`config.mk`:
```
export PLATFORM = sky130hd
export DESIGN_NAME = tvp_top
export DESIGN_NICKNAME = d
export VERILOG_FILES = /design/src/tvp_pkg.sv /design/src/tvp_top.sv /design/src/tvp_tick.sv /design/src/tvp_rst_sync.sv
export SDC_FILE = /design/constraint.sdc
export NUM_CORES = 1
export LEC_CHECK = 0
export ABC_AREA = 1
export BUFFER_PORTS_ARGS = -buffer_cell sky130_fd_sc_hd__buf_2
export CAP_MARGIN = 20
export CORE_MARGIN = 5
export CORE_UTILIZATION = 50
export CTS_CLUSTER_DIAMETER = 30
export CTS_CLUSTER_SIZE = 30
export DETAILED_ROUTE_END_ITERATION = 10
export PLACE_DENSITY = 0.68
export SYNTH_ARGS = -nofsm -noshare
export SYNTH_HDL_FRONTEND = slang
export SYNTH_HIERARCHICAL = 1
export SYNTH_SLANG_ARGS = --single-unit
```
`constraint.sdc`:
```
create_clock -name CLK -period 8.4 [get_ports CLK]
set_input_delay 1.26 -clock CLK [delete_from_list [all_inputs] [get_ports CLK]]
set_output_delay 1.26 -clock CLK [all_outputs]
set_load 0.005 [all_outputs]
```
`src/tvp_pkg.sv`:
```
// Package with constants for the timed valve positioner
package tvp_pkg;
    localparam int TVP_CLK_HZ = 250000000;
    localparam int TVP_TICK_MS = 100;
    localparam int TVP_TICK_CYC = TVP_CLK_HZ / 1000 * TVP_TICK_MS;
    localparam int TVP_WORD_W = 16;
    localparam logic [1:0] TVP_ADDR_TARGET = 2'h0;
    localparam logic [1:0] TVP_ADDR_POS = 2'h1;
    localparam logic [1:0] TVP_ADDR_PARAM = 2'h2;
    localparam logic [1:0] TVP_ADDR_TRAVEL = 2'h3;
    localparam logic [15:0] TVP_TARGET_RST = 16'h0000;
    localparam logic [15:0] TVP_TRAVEL_RST = 16'h0064;
    localparam int TVP_PARAM_EN_BIT = 0;
    localparam int TVP_PARAM_OPEN_BIT = 1;
    localparam int TVP_PARAM_CLOSE_BIT = 2;
    typedef enum logic [1:0] {
        TVP_IDLE = 2'b00,
        TVP_OPENING = 2'b01,
        TVP_CLOSING = 2'b10
    } tvp_motion_t;
endpackage

```
`src/tvp_top.sv`:
```
// Timed valve positioner top level
`timescale 1ns/100ps
module tvp_top
    import tvp_pkg::*;
#(
    parameter int TICK_CYC = TVP_TICK_CYC,
    parameter int WORD_W = TVP_WORD_W
) (
    input wire logic CLK,
    input wire logic RESETN,
    input wire logic [1:0] ADDR,
    input wire logic [WORD_W-1:0] WDATA,
    input wire logic WR,
    input wire logic RD,
    output logic [WORD_W-1:0] RDATA,
    input wire logic ENABLE,
    output logic VALVE_OPEN,
    output logic VALVE_CLOSE
);
    logic rst_n;
    logic tick;
    logic en_q;
    logic signed [WORD_W-1:0] target_q;
    logic [WORD_W-1:0] pos_q;
    logic [WORD_W-1:0] travel_q;
    tvp_motion_t motion_q;
    tvp_motion_t motion_d;
    logic [WORD_W-1:0] param_w;
    logic signed [WORD_W:0] tgt_x;
    logic signed [WORD_W:0] pos_x;
    logic signed [WORD_W:0] trv_x;

    tvp_rst_sync u_rst (
        .clk(CLK),
        .arst_n(RESETN),
        .rst_n(rst_n)
    );

    tvp_tick #(
        .TICK_CYC(TICK_CYC)
    ) u_tick (
        .clk(CLK),
        .rst_n(rst_n),
        .run(ENABLE),
        .tick(tick)
    );

    always_ff @(posedge CLK or negedge rst_n) begin
        if (!rst_n) begin
            en_q <= 1'b0;
        end else begin
            en_q <= ENABLE;
        end
    end

    // Only the target and travel words are writable; position and parameter words ignore writes
    always_ff @(posedge CLK or negedge rst_n) begin
        if (!rst_n) begin
            target_q <= TVP_TARGET_RST;
            travel_q <= TVP_TRAVEL_RST;
        end else if (WR) begin
            if (ADDR == TVP_ADDR_TARGET) begin
                target_q <= WDATA;
            end
            if (ADDR == TVP_ADDR_TRAVEL) begin
                travel_q <= WDATA;
            end
        end
    end

    // Signed compare in tenth-second units
    assign tgt_x = {target_q[WORD_W-1], target_q};
    assign pos_x = {1'b0, pos_q};
    assign trv_x = {1'b0, travel_q};

    // Direction decided from target versus tracked position
    always_comb begin
        motion_d = TVP_IDLE;
        if (!ENABLE) begin
            motion_d = TVP_IDLE;
        end else if (tgt_x > trv_x) begin
            motion_d = TVP_OPENING;
        end else if (tgt_x < 0) begin
            motion_d = TVP_CLOSING;
        end else if (tgt_x > pos_x) begin
            motion_d = TVP_OPENING;
        end else if (tgt_x < pos_x) begin
            motion_d = TVP_CLOSING;
        end else begin
            motion_d = TVP_IDLE;
        end
    end

    // Motion state changes on the 10 Hz tick or in the first cycle after enable, and drops at once when disabled
    always_ff @(posedge CLK or negedge rst_n) begin
        if (!rst_n) begin
            motion_q <= TVP_IDLE;
        end else if (!ENABLE) begin
            motion_q <= TVP_IDLE;
        end else if (!en_q || tick) begin
            motion_q <= motion_d;
        end
    end

    // Position starts at zero on enable and holds while disabled
    // Held outputs past travel or below zero keep driving, position clamps
    always_ff @(posedge CLK or negedge rst_n) begin
        if (!rst_n) begin
            pos_q <= '0;
        end else if (ENABLE && !en_q) begin
            pos_q <= '0;
        end else if (ENABLE && tick) begin
            // Step only while the drive is really on; the decision lags a tick and would overshoot
            if (VALVE_OPEN && pos_q < travel_q) begin
                pos_q <= pos_q + 1'b1;
            end else if (VALVE_CLOSE && pos_q != '0) begin
                pos_q <= pos_q - 1'b1;
            end
        end
    end

    // Internal parameter word reports enable and motion
    always_comb begin
        param_w = '0;
        param_w[TVP_PARAM_EN_BIT] = en_q;
        param_w[TVP_PARAM_OPEN_BIT] = motion_q == TVP_OPENING;
        param_w[TVP_PARAM_CLOSE_BIT] = motion_q == TVP_CLOSING;
    end

    // Three consecutive words of the target block, then the travel time
    always_ff @(posedge CLK or negedge rst_n) begin
        if (!rst_n) begin
            RDATA <= '0;
        end else if (RD) begin
            unique case (ADDR)
                TVP_ADDR_TARGET: RDATA <= target_q;
                TVP_ADDR_POS: RDATA <= pos_q;
                TVP_ADDR_PARAM: RDATA <= param_w;
                TVP_ADDR_TRAVEL: RDATA <= travel_q;
            endcase
        end else begin
            RDATA <= '0;
        end
    end

    // One-hot decode of a single state keeps both outputs from ever being high
    always_ff @(posedge CLK or negedge rst_n) begin
        if (!rst_n) begin
            VALVE_OPEN <= 1'b0;
            VALVE_CLOSE <= 1'b0;
        end else begin
            VALVE_OPEN <= ENABLE && motion_d == TVP_OPENING && (motion_q == TVP_OPENING);
            VALVE_CLOSE <= ENABLE && motion_d == TVP_CLOSING && (motion_q == TVP_CLOSING);
        end
    end
endmodule

```
`src/tvp_tick.sv`:
```
// Tick generator for 0.1 s time units
`timescale 1ns/100ps
module tvp_tick
    import tvp_pkg::*;
#(
    parameter int TICK_CYC = TVP_TICK_CYC
) (
    input wire logic clk,
    input wire logic rst_n,
    input wire logic run,
    output logic tick
);
    logic [31:0] cnt_q;

    // Restarts on enable so the first unit is a full tenth of a second
    always_ff @(posedge clk or negedge rst_n) begin
        if (!rst_n) begin
            cnt_q <= 32'h0;
        end else if (!run || cnt_q == 32'(TICK_CYC - 1)) begin
            cnt_q <= 32'h0;
        end else begin
            cnt_q <= cnt_q + 32'h1;
        end
    end

    always_ff @(posedge clk or negedge rst_n) begin
        if (!rst_n) begin
            tick <= 1'b0;
        end else begin
            tick <= run && cnt_q == 32'(TICK_CYC - 1);
        end
    end
endmodule

```
`src/tvp_rst_sync.sv`:
```
// Reset release synchroniser
`timescale 1ns/100ps
module tvp_rst_sync (
    input wire logic clk,
    input wire logic arst_n,
    output logic rst_n
);
    logic meta_q;

    always_ff @(posedge clk or negedge arst_n) begin
        if (!arst_n) begin
            meta_q <= 1'b0;
            rst_n <= 1'b0;
        end else begin
            meta_q <= 1'b1;
            rst_n <= meta_q;
        end
    end
endmodule

```
* After elaboration in Yosys (flattened, before gate mapping) *
Cells that the tools add are included.

storage, ports and cells
  flip-flop bits (word level) = 104
  input bits = 23
  output and inout bits = 18
  logic and storage cells = 63

cells by class
  $add $sub $neg = 3
  order comparisons = 5
  equal/unequal tests = 9
  mux-type cells = 14
  reduce and logical (&&, ||, !) cells = 20

operators by type and width
  cell                                                                      number
  16-bit two-way mux                                                        5
  16-bit one-hot mux with 4 select lines                                    1
  16-bit by 17-bit > comparator with 1-bit output                           2
  32-bit by 1-bit adder with 32-bit output (second input constant)          1
  32-bit by 25-bit equality test with 1-bit output (second input constant)  1
  32-bit two-way mux                                                        1
  16-bit by 17-bit < comparator with 1-bit output                           1
  16-bit by 1-bit adder with 16-bit output (second input constant)          1
  16-bit by 1-bit < comparator with 1-bit output (second input constant)    1
  16-bit < comparator                                                       1
  16-bit nonzero test                                                       1
  16-bit by 1-bit subtractor with 16-bit output (second input constant)     1
  2-bit two-way mux                                                         7
  1-bit logical AND                                                         9
  2-bit equality test (second input constant)                               4
  2-bit by 1-bit equality test with 1-bit output (second input constant)    3
  2-bit AND reduction                                                       3
  3-bit nonzero test                                                        1
  1-bit zero test                                                           2
  2-bit zero test                                                           1
  1-bit logical OR                                                          2
  2-bit by 1-bit inequality test with 1-bit output (second input constant)  1
  2-bit nonzero test                                                        1

* Longest topological paths before layout *
Gate-level depths: netlist of the first run.

  word-level depth = 9
  depth in mapped cells = 22
  depth with buffers taken out = 22

* By module *
The synthesis of the first run kept the hierarchy.

by module, submodules not included
  module        instances  cells an instance  area each (sq um)  seq. area each (sq um)
  tvp_top       1          637                4901.0             1730.4
  tvp_tick      1          307                2034.5             825.8
  tvp_rst_sync  1          3                  53.8               50.0

* Worst setup path before layout of the first run *
No wires, ideal clock.

  path type = register -> register
  start = reg travel_q[5]
  end = reg pos_q[13]
  library setup time = 0.119 ns
  arrival time = 2.742 ns
  required time = 8.281 ns
  slack = 5.538 ns
  stages on the path, launching flop included = 20
  buffers on the path = 0
  clock period less this slack = 2.862 ns
  cell sequence = dfstp_2 -> inv_1 -> ha_1 -> a21oi_1 -> nor2_1 -> nor3_1 -> nand2_1 -> nand2_1 -> nand2_2 -> ha_1 -> nand2_1 -> nor2_1 -> nand3_1 -> or2_2 -> nand2_1 -> nand2_1 -> nand2_1 -> nor2_1 -> nand2_1 -> o21ai_2

on the way
  longest elaborated chain between the ends = 5
  elaborated cells on any way between the ends = 7
  those cells by class = order compare (1); mux (3); reduce/logical (3)

ends and longest elaborated chain
  element                   line            text
  start: declaration        tvp_top.sv:25   logic [WORD_W-1:0] travel_q;
  start signal: assignment  tvp_top.sv:60   travel_q <= TVP_TRAVEL_RST;
  start signal: assignment  tvp_top.sv:66   travel_q <= WDATA;
  16-bit < comparator (*)   tvp_top.sv:114  if (VALVE_OPEN && pos_q < travel_q) begin
  1-bit logical AND (*)     tvp_top.sv:114
  16-bit two-way mux        tvp_top.sv:114
  16-bit two-way mux        tvp_top.sv:112  end else if (ENABLE && tick) begin
  16-bit two-way mux        tvp_top.sv:110  end else if (ENABLE && !en_q) begin
  end signal: assignment    tvp_top.sv:115  pos_q <= pos_q + 1'b1;
  end signal: assignment    tvp_top.sv:117  pos_q <= pos_q - 1'b1;
  end: declaration          tvp_top.sv:24   logic [WORD_W-1:0] pos_q;

Every way passes the cells marked *; elsewhere a longest branch is shown, timed or not. The select of a mux whose other input is x is not followed.
A chain may end at the register's enable or synchronous reset.

* Final worst setup path of the first run *
Same ends and word-level chain as after synthesis.

==> impl_metrics.env, run 1 <==
export IMPL_fin_worst_skew_ps=8.665
export IMPL_clkTransAtPathRegs_ps=70
export IMPL_layout_commonest_cell="sky130_fd_sc_hd__nand2_1"
export IMPL_remaining_drc_errors=0
export IMPL_synth_top_area_share=0.3616
export IMPL_setup_worst_path_class="reg -> reg"
export IMPL_dp_hpwl_um=12900
export IMPL_timing_max_cap_violations=0
export IMPL_max_freq_mhz=305.3
export IMPL_number_of_placement_rows=43
export IMPL_cts_repair_resize_count=0
export IMPL_core_um2=13770
export IMPL_yosysSeqAreaShare=0.3729
export IMPL_netlist_area_um2=6989
export IMPL_timing_max_transition_violations_final=0
export IMPL_synth_top_cells_by_area="sky130_fd_sc_hd__dfrtp_1 (36%), sky130_fd_sc_hd__nand2_1 (15%), sky130_fd_sc_hd__ha_1 (12%), sky130_fd_sc_hd__nor2_1 (6.7%), sky130_fd_sc_hd__inv_1 (6.7%)"
export IMPL_cts_root_buffer_cell="sky130_fd_sc_hd__clkbuf_16"
export IMPL_postLayoutCellArea_um2=7651
export IMPL_cts_hold_buffers_added=0
export IMPL_first_global_vias=5708
export IMPL_drt_first_pass_iters=5
export IMPL_setup_viol=0
export IMPL_cts_tree="done"
export IMPL_totalWireLength_um=16640
export IMPL_hold_viol_final=0
export IMPL_top_level_ports=41
export IMPL_initial_utilization=0.5074
export IMPL_finalNetCount=1075
export IMPL_final_worst_path_setup_slack_ps=5124
export IMPL_fin_crit_sh=0.3900
export IMPL_critical_path_top_delay_family="simple AND/OR/NAND/NOR gates"
export IMPL_critical_path_n_buffers_inverters=1
export IMPL_powerDensity_nw_per_um2=266.4
export IMPL_design_power_total_uw=2038
export IMPL_vias=6037
export IMPL_dpl_worst_slack_ps=4984
export IMPL_tns_ps=0
export IMPL_max_slew_margin_rel=0.3051
export IMPL_mostFrequentLayoutCells="sky130_fd_sc_hd__nand2_1 (274), sky130_fd_sc_hd__nor2_1 (125), sky130_fd_sc_hd__inv_1 (124)"
export IMPL_cpPeakStageDelay_ps=530
export IMPL_synth_lib_cells_used_distinct=38
export IMPL_placement_cell_area_um2=7343
export IMPL_antenna_violating_nets_left=0
export IMPL_die_x_um=128.2
export IMPL_clk_insertion_delay_late_ps=350
export IMPL_critical_path_capture_point_type="flop"
export IMPL_worstPathCellList="inv_1, ha_1, a21oi_1, nor2_1, nor3_1, nand2_1, nand2_1, nand2_2, ha_1, nand2_1, nor2_1, nand3_1, or2_2, nand2_1, nand2_1, nand2_1, nor2_1, nand2_1, o21ai_2"
export IMPL_power_leakage_uw=0.003879
export IMPL_irDropWorstVdd_mv=0.1081
export IMPL_result_of_the_run="finished, final reports clean"
export IMPL_count_of_buffers_from_port_buffering=40
export IMPL_hold_path_class="reg -> async"
export IMPL_die_height_um=128.2
export IMPL_timing_worst_slew_pin_value_ps=1039
export IMPL_r2r_start="travel_q[5]$_DFFE_PN1P_"
export IMPL_grt_ovfl_total=0
export IMPL_cts_sinks=104
export IMPL_routedWlPerCell_um=14.22
export IMPL_synth_ff_latch_count=104
export IMPL_area_growth_synth_to_final_pct=9.470
export IMPL_yosysWarnings=6
export IMPL_startpoint_type="flop"
export IMPL_cp_data_arrival_time_ps=3500
export IMPL_route_detailed_vias_per_inst=5.160
export IMPL_global_route_wire_length_before_repair_um=27480
export IMPL_netlist_instances=947
export IMPL_drive_above_1_share=0.09201
export IMPL_clk_path_buf_depth=2
export IMPL_critical_path_slowest_cell="sky130_fd_sc_hd__dfstp_2"
export IMPL_final_min_clock_period_ps=3276
export IMPL_critPathMostFrequentCell="sky130_fd_sc_hd__nand2_1"
export IMPL_synth_top_cell_by_area="sky130_fd_sc_hd__dfrtp_1"
export IMPL_num_cts_buffers=9
export IMPL_utilization=0.5555
export IMPL_rsz0062_at_grt="no"
export IMPL_critical_path_max_fanout=19
export IMPL_grt_antenna_before_repair=1
export IMPL_syn_nets=1038
export IMPL_timing_critical_path_from="travel_q[5]$_DFFE_PN1P_"
export IMPL_grt_max_degree=67
export IMPL_area_enclosed_by_the_die_boundary_um2=16440
export IMPL_post_cts_setup_buffer_count=0
export IMPL_grt_usage=0.2086
export IMPL_syn_mean_instance_area_um2=7.380
export IMPL_htree_num_levels=3
export IMPL_timing_critical_path_required_ps=8630
export IMPL_drt_first_iter_violations=438
export IMPL_gp_congestion=0.9022
-- final timing paths --
path / endpoint / slack, ps / depth (start not counted)
setup / recovery: pos_q[13]$_DFFE_PN0P_ / 5120 / 19
hold / removal: pos_q[1]$_DFFE_PN0P_ / 270 / 0
setup reg to reg: pos_q[13]$_DFFE_PN0P_ / 5120 / 19
hold reg to reg: pos_q[1]$_DFFE_PN0P_ / 270 / 0
max in group asynchronous: travel_q[15]$_DFFE_PN0P_ / 6920 / 1
min in group CLK: u_rst/rst_n$_DFF_PN0_ / 360 / 0
-- state kept, by name, indices dropped and copies added (netlist names) --
register and cells:
u_tick/cnt_q 32, VALVE_OPEN 1, travel_q 16, pos_q 16
u_rst/rst_n 1, RDATA 16, VALVE_CLOSE 1, motion_q 2
u_rst/meta_q 1, u_tick/tick 1, target_q 16, en_q 1
-- cells by family after synthesis --
kind of cell | count (synthesis) | share of synthesized area
compound gates | 126 | 0.1072
xor+xnor | 25 | 0.03133
fa+ha+maj | 68 | 0.1228
buf+inv | 141 | 0.07948
flops | 104 | 0.3729
other cells | 1 | 0.0005365
simple gates | 482 | 0.2857
-- layout make-up --
class,instances,area (um^2)
antenna,1,2.502
clock buffer,11,242.7
clock inverter,5,62.56
fill,1374,6122
inverter,126,473.0
multi-input combinational,702,3827
sequential,104,2610
tap,180,225.2
timing repair buffer,41,207.7
-- synthesized netlist by cell type (all sizes together) --
library cell	number
and2	2
fa	1
nand3	41
nor2	133
a31oi	3
conb	1
dfrtp	101
o221ai	11
buf	6
xnor2	9
o21ai	67
a21o	4
nor3	9
ha	67
xor2	16
dfstp	3
a21oi	30
o211ai	3
a211oi	1
o22ai	1
nand2	280
o21a	1
o21bai	5
inv	126
nand4	11
or2	3
nand3b	2
clkbuf	9
nor4	1
-- where the power goes --
| part | total (uW) | leakage (uW) | switching (uW) | internal [uW] |
|---|---|---|---|---|
| registers | 654 | 0.00136 | 81.0 | 573 |
| logic | 956 | 0.00237 | 589 | 367 |
| clock network | 428 | 0.000143 | 186 | 242 |
-- per-stage QoR --
stage	hold slack, ps	std cells
after global placement	292.9	1153
after floorplan	331.2	947
after CTS	304.7	1169
after global routing	341.5	1170
after detailed placement	301.6	1153
final	273.3	1170
-- layer usage --
layer | GRT usage | up-vias | wire length, um | share of wire
li1 | - | 3108 | - | -
met1 | 0.2508 | 2741 | 6860 | 0.41
met2 | 0.3742 | 156 | 8564 | 0.51
met3 | 0.03125 | 32 | 695 | 0.042
met4 | 0.07928 | 0 | 520 | 0.031
met5 | 0 | - | 0 | 0
-- worst reg2reg max path, stage by stage (launching register included) --
cell and delay, ps:
sky130_fd_sc_hd__dfstp_2 530, sky130_fd_sc_hd__inv_1 80, sky130_fd_sc_hd__ha_1 300, sky130_fd_sc_hd__a21oi_1 130, sky130_fd_sc_hd__nor2_1 50, sky130_fd_sc_hd__nor3_1 120
sky130_fd_sc_hd__nand2_1 90, sky130_fd_sc_hd__nand2_1 90, sky130_fd_sc_hd__nand2_2 270, sky130_fd_sc_hd__ha_1 500, sky130_fd_sc_hd__nand2_1 120, sky130_fd_sc_hd__nor2_1 160
sky130_fd_sc_hd__nand3_1 80, sky130_fd_sc_hd__or2_2 310, sky130_fd_sc_hd__nand2_1 60, sky130_fd_sc_hd__nand2_1 50, sky130_fd_sc_hd__nand2_1 50, sky130_fd_sc_hd__nor2_1 30
sky130_fd_sc_hd__nand2_1 80, sky130_fd_sc_hd__o21ai_2 50
Note: power is estimated with default switching activity, not from simulation.
==> inputs of run 2 (changes only) <==
- PLACE_DENSITY: 0.68 -> 0.7
- clock period: 8.4 -> 2.7 ns (I/O delays scaled with it)
==> impl_metrics.env, run 2 (same netlist as run 1, synthesis figures left out) <==
export IMPL_violations="negative setup slack"
export IMPL_powerDensity_nw_per_um2=927.4
export IMPL_power_leakage_uw=0.004367
export IMPL_grt_usage=0.2309
export IMPL_layout_commonest_cell="sky130_fd_sc_hd__nand2_1"
export IMPL_startpoint_type="flop"
export IMPL_final_worst_path_setup_slack_ps=-189.1
export IMPL_initial_utilization=0.5074
export IMPL_worstPathCellList="inv_1, ha_1, nand2_1, inv_1, nand2_1, nand2_1, nand2_1, nand2_1, nand2_4, nand2_8, ha_4, a21o_1, a21oi_2, nand2_2, nand2_2, nand2_2, or2_4, nand3_2, nand2_1"
export IMPL_area_growth_synth_to_final_pct=25.90
export IMPL_final_min_clock_period_ps=2889
export IMPL_rsz0062_at_grt="yes"
export IMPL_die_height_um=128.2
export IMPL_cpPeakStageDelay_ps=530
export IMPL_clk_insertion_delay_late_ps=360
export IMPL_finalNetCount=1159
export IMPL_worst_r2r_cell_count=19
export IMPL_irDropWorstVdd_mv=0.4722
export IMPL_grt_antenna_before_repair=0
export IMPL_cts_tree="done"
export IMPL_htree_num_levels=3
export IMPL_holdWs_ps=276.2
export IMPL_antenna_violating_nets_left=0
export IMPL_area_enclosed_by_the_die_boundary_um2=16440
export IMPL_dpl_worst_slack_ps=-227.8
export IMPL_timing_worst_slew_pin_value_ps=844.6
export IMPL_setup_worst_path_class="reg -> reg"
export IMPL_routedWlPerCell_um=15.13
export IMPL_timing_max_transition_violations_final=0
export IMPL_critical_path_slowest_cell="sky130_fd_sc_hd__dfstp_2"
export IMPL_setup_viol=10
export IMPL_critical_path_capture_point_type="flop"
export IMPL_cts_sinks=104
export IMPL_fin_worst_skew_ps=9.927
export IMPL_mostFrequentLayoutCells="sky130_fd_sc_hd__nand2_1 (260), sky130_fd_sc_hd__nor2_1 (122), sky130_fd_sc_hd__inv_1 (120)"
export IMPL_route_detailed_vias_per_inst=5.152
export IMPL_timing_max_cap_violations=0
export IMPL_max_slew_margin_rel=0.4356
export IMPL_cts_root_buffer_cell="sky130_fd_sc_hd__clkbuf_16"
export IMPL_dp_hpwl_um=14530
export IMPL_die_x_um=128.2
export IMPL_number_of_placement_rows=43
export IMPL_clk_path_buf_depth=2
export IMPL_n_antenna_cell=0
export IMPL_num_cts_buffers=9
export IMPL_gp_congestion=0.9840
export IMPL_fin_crit_sh=1.070
export IMPL_drt_first_iter_violations=423
export IMPL_grt_ovfl_total=0
export IMPL_totalWireLength_um=18960
export IMPL_timing_critical_path_required_ps=2940
export IMPL_count_of_buffers_from_port_buffering=40
export IMPL_largest_register_ff_count=32
export IMPL_core_um2=13770
export IMPL_hold_viol_final=0
export IMPL_max_freq_mhz=346.1
export IMPL_global_route_wire_length_before_repair_um=29860
export IMPL_drt_first_pass_iters=4
export IMPL_critical_path_max_fanout=5
export IMPL_remaining_drc_errors=0
export IMPL_vias=6456
export IMPL_top_level_ports=41
export IMPL_first_global_vias=6218
export IMPL_critPathMostFrequentCell="sky130_fd_sc_hd__nand2_1"
export IMPL_hold_path_class="in -> reg"
export IMPL_drive_above_1_share=0.2171
export IMPL_registers_top_by_ff_count="u_tick/cnt_q"
export IMPL_cp_data_arrival_time_ps=3130
export IMPL_number_of_cells_on_the_worst_hold_path=1
export IMPL_result_of_the_run="complete, but fails checks"
export IMPL_clkTransAtPathRegs_ps=70
export IMPL_grt_max_degree=48
## run 2: cell count changes in the layout (fill, tap and decap cells not counted), moves of 5 or more
cell	delta
sky130_fd_sc_hd__a21oi_1	-11
sky130_fd_sc_hd__a21oi_2	+8
sky130_fd_sc_hd__buf_4	+74
sky130_fd_sc_hd__ha_1	-15
sky130_fd_sc_hd__ha_4	+15
sky130_fd_sc_hd__nand2_1	-14
sky130_fd_sc_hd__nand2_2	+8
sky130_fd_sc_hd__nand2_4	+5
sky130_fd_sc_hd__nand3_1	-6
sky130_fd_sc_hd__nand3_2	+5
## run 2: layout make-up
type	count	area, um^2
Fill cell	1210	4974
Multi-Input combinational cell	705	4318
Sequential cell	104	2610
Timing Repair Buffer	122	858.3
Inverter	126	474.2
Clock buffer	11	232.7
Tap cell	180	225.2
Clock inverter	5	81.33
## run 2: worst paths after layout
| kind | from | endpoint | slack [ps] |
|---|---|---|---|
| worst max-delay path | travel_q[2]$_DFFE_PN1P_ | pos_q[11]$_DFFE_PN0P_ | -190 |
| worst min-delay path | ENABLE | en_q$_DFF_PN0_ | 280 |
| worst max register to register | travel_q[2]$_DFFE_PN1P_ | pos_q[11]$_DFFE_PN0P_ | -190 |
| worst min register to register | u_rst/rst_n$_DFF_PN0_ | u_tick/cnt_q[6]$_DFF_PN0_ | 340 |
| max in group asynchronous | u_rst/rst_n$_DFF_PN0_ | travel_q[6]$_DFFE_PN1P_ | 1680 |
| min in group asynchronous | u_rst/rst_n$_DFF_PN0_ | u_tick/cnt_q[6]$_DFF_PN0_ | 340 |
## run 2: power by group
group	total (uW)	switching, uW	internal [uW]
Sequential	1970	189	1780
Clock	1400	587	815
Combinational	4780	2570	2210
## run 2: timing repair
item                                    CTS  global route
cloned                                    2             1
hold buffers                              1             0
resized for setup                        17            46
setup buffers                             3             5
endpoints found under the setup margin   12            16
endpoints found under the hold margin     2             0
pin swaps                                 7            37
## run 2: worst max-delay path: cells and delay by family, from the launching register on
kind            cells  cell delay [ps]
buf+inv             2               80
compound gates      2              380
fa+ha+maj           2              540
simple gates       13             1240
flops               1              530
## run 2: metal layers
layer | up-vias | share of wire | GRT usage | routed length, um
li1 | 3277 | - | - | -
met1 | 2974 | 0.40 | 0.2611 | 7542
met2 | 160 | 0.53 | 0.4254 | 9960
met3 | 45 | 0.044 | 0.04792 | 831
met4 | 0 | 0.033 | 0.08427 | 621
met5 | - | 0 | 0 | 0
## run 2: metrics by stage
step / instances / setup TNS, ps / power, uW / utilization / instance area (um^2)
final: 1253 / -1277 / 8161 / 0.6389 / 8800
after global routing: 1253 / -3496 / 8782 / 0.6389 / 8800
after CTS: 1248 / -1243 / 7612 / 0.6197 / 8536
after detailed placement: 1227 / -1692 / 5997 / 0.5881 / 8100
after global placement: 1227 / -1371 / 5939 / 0.5881 / 8100
after floorplan: 947 / 0 / 4494 / - / 7179
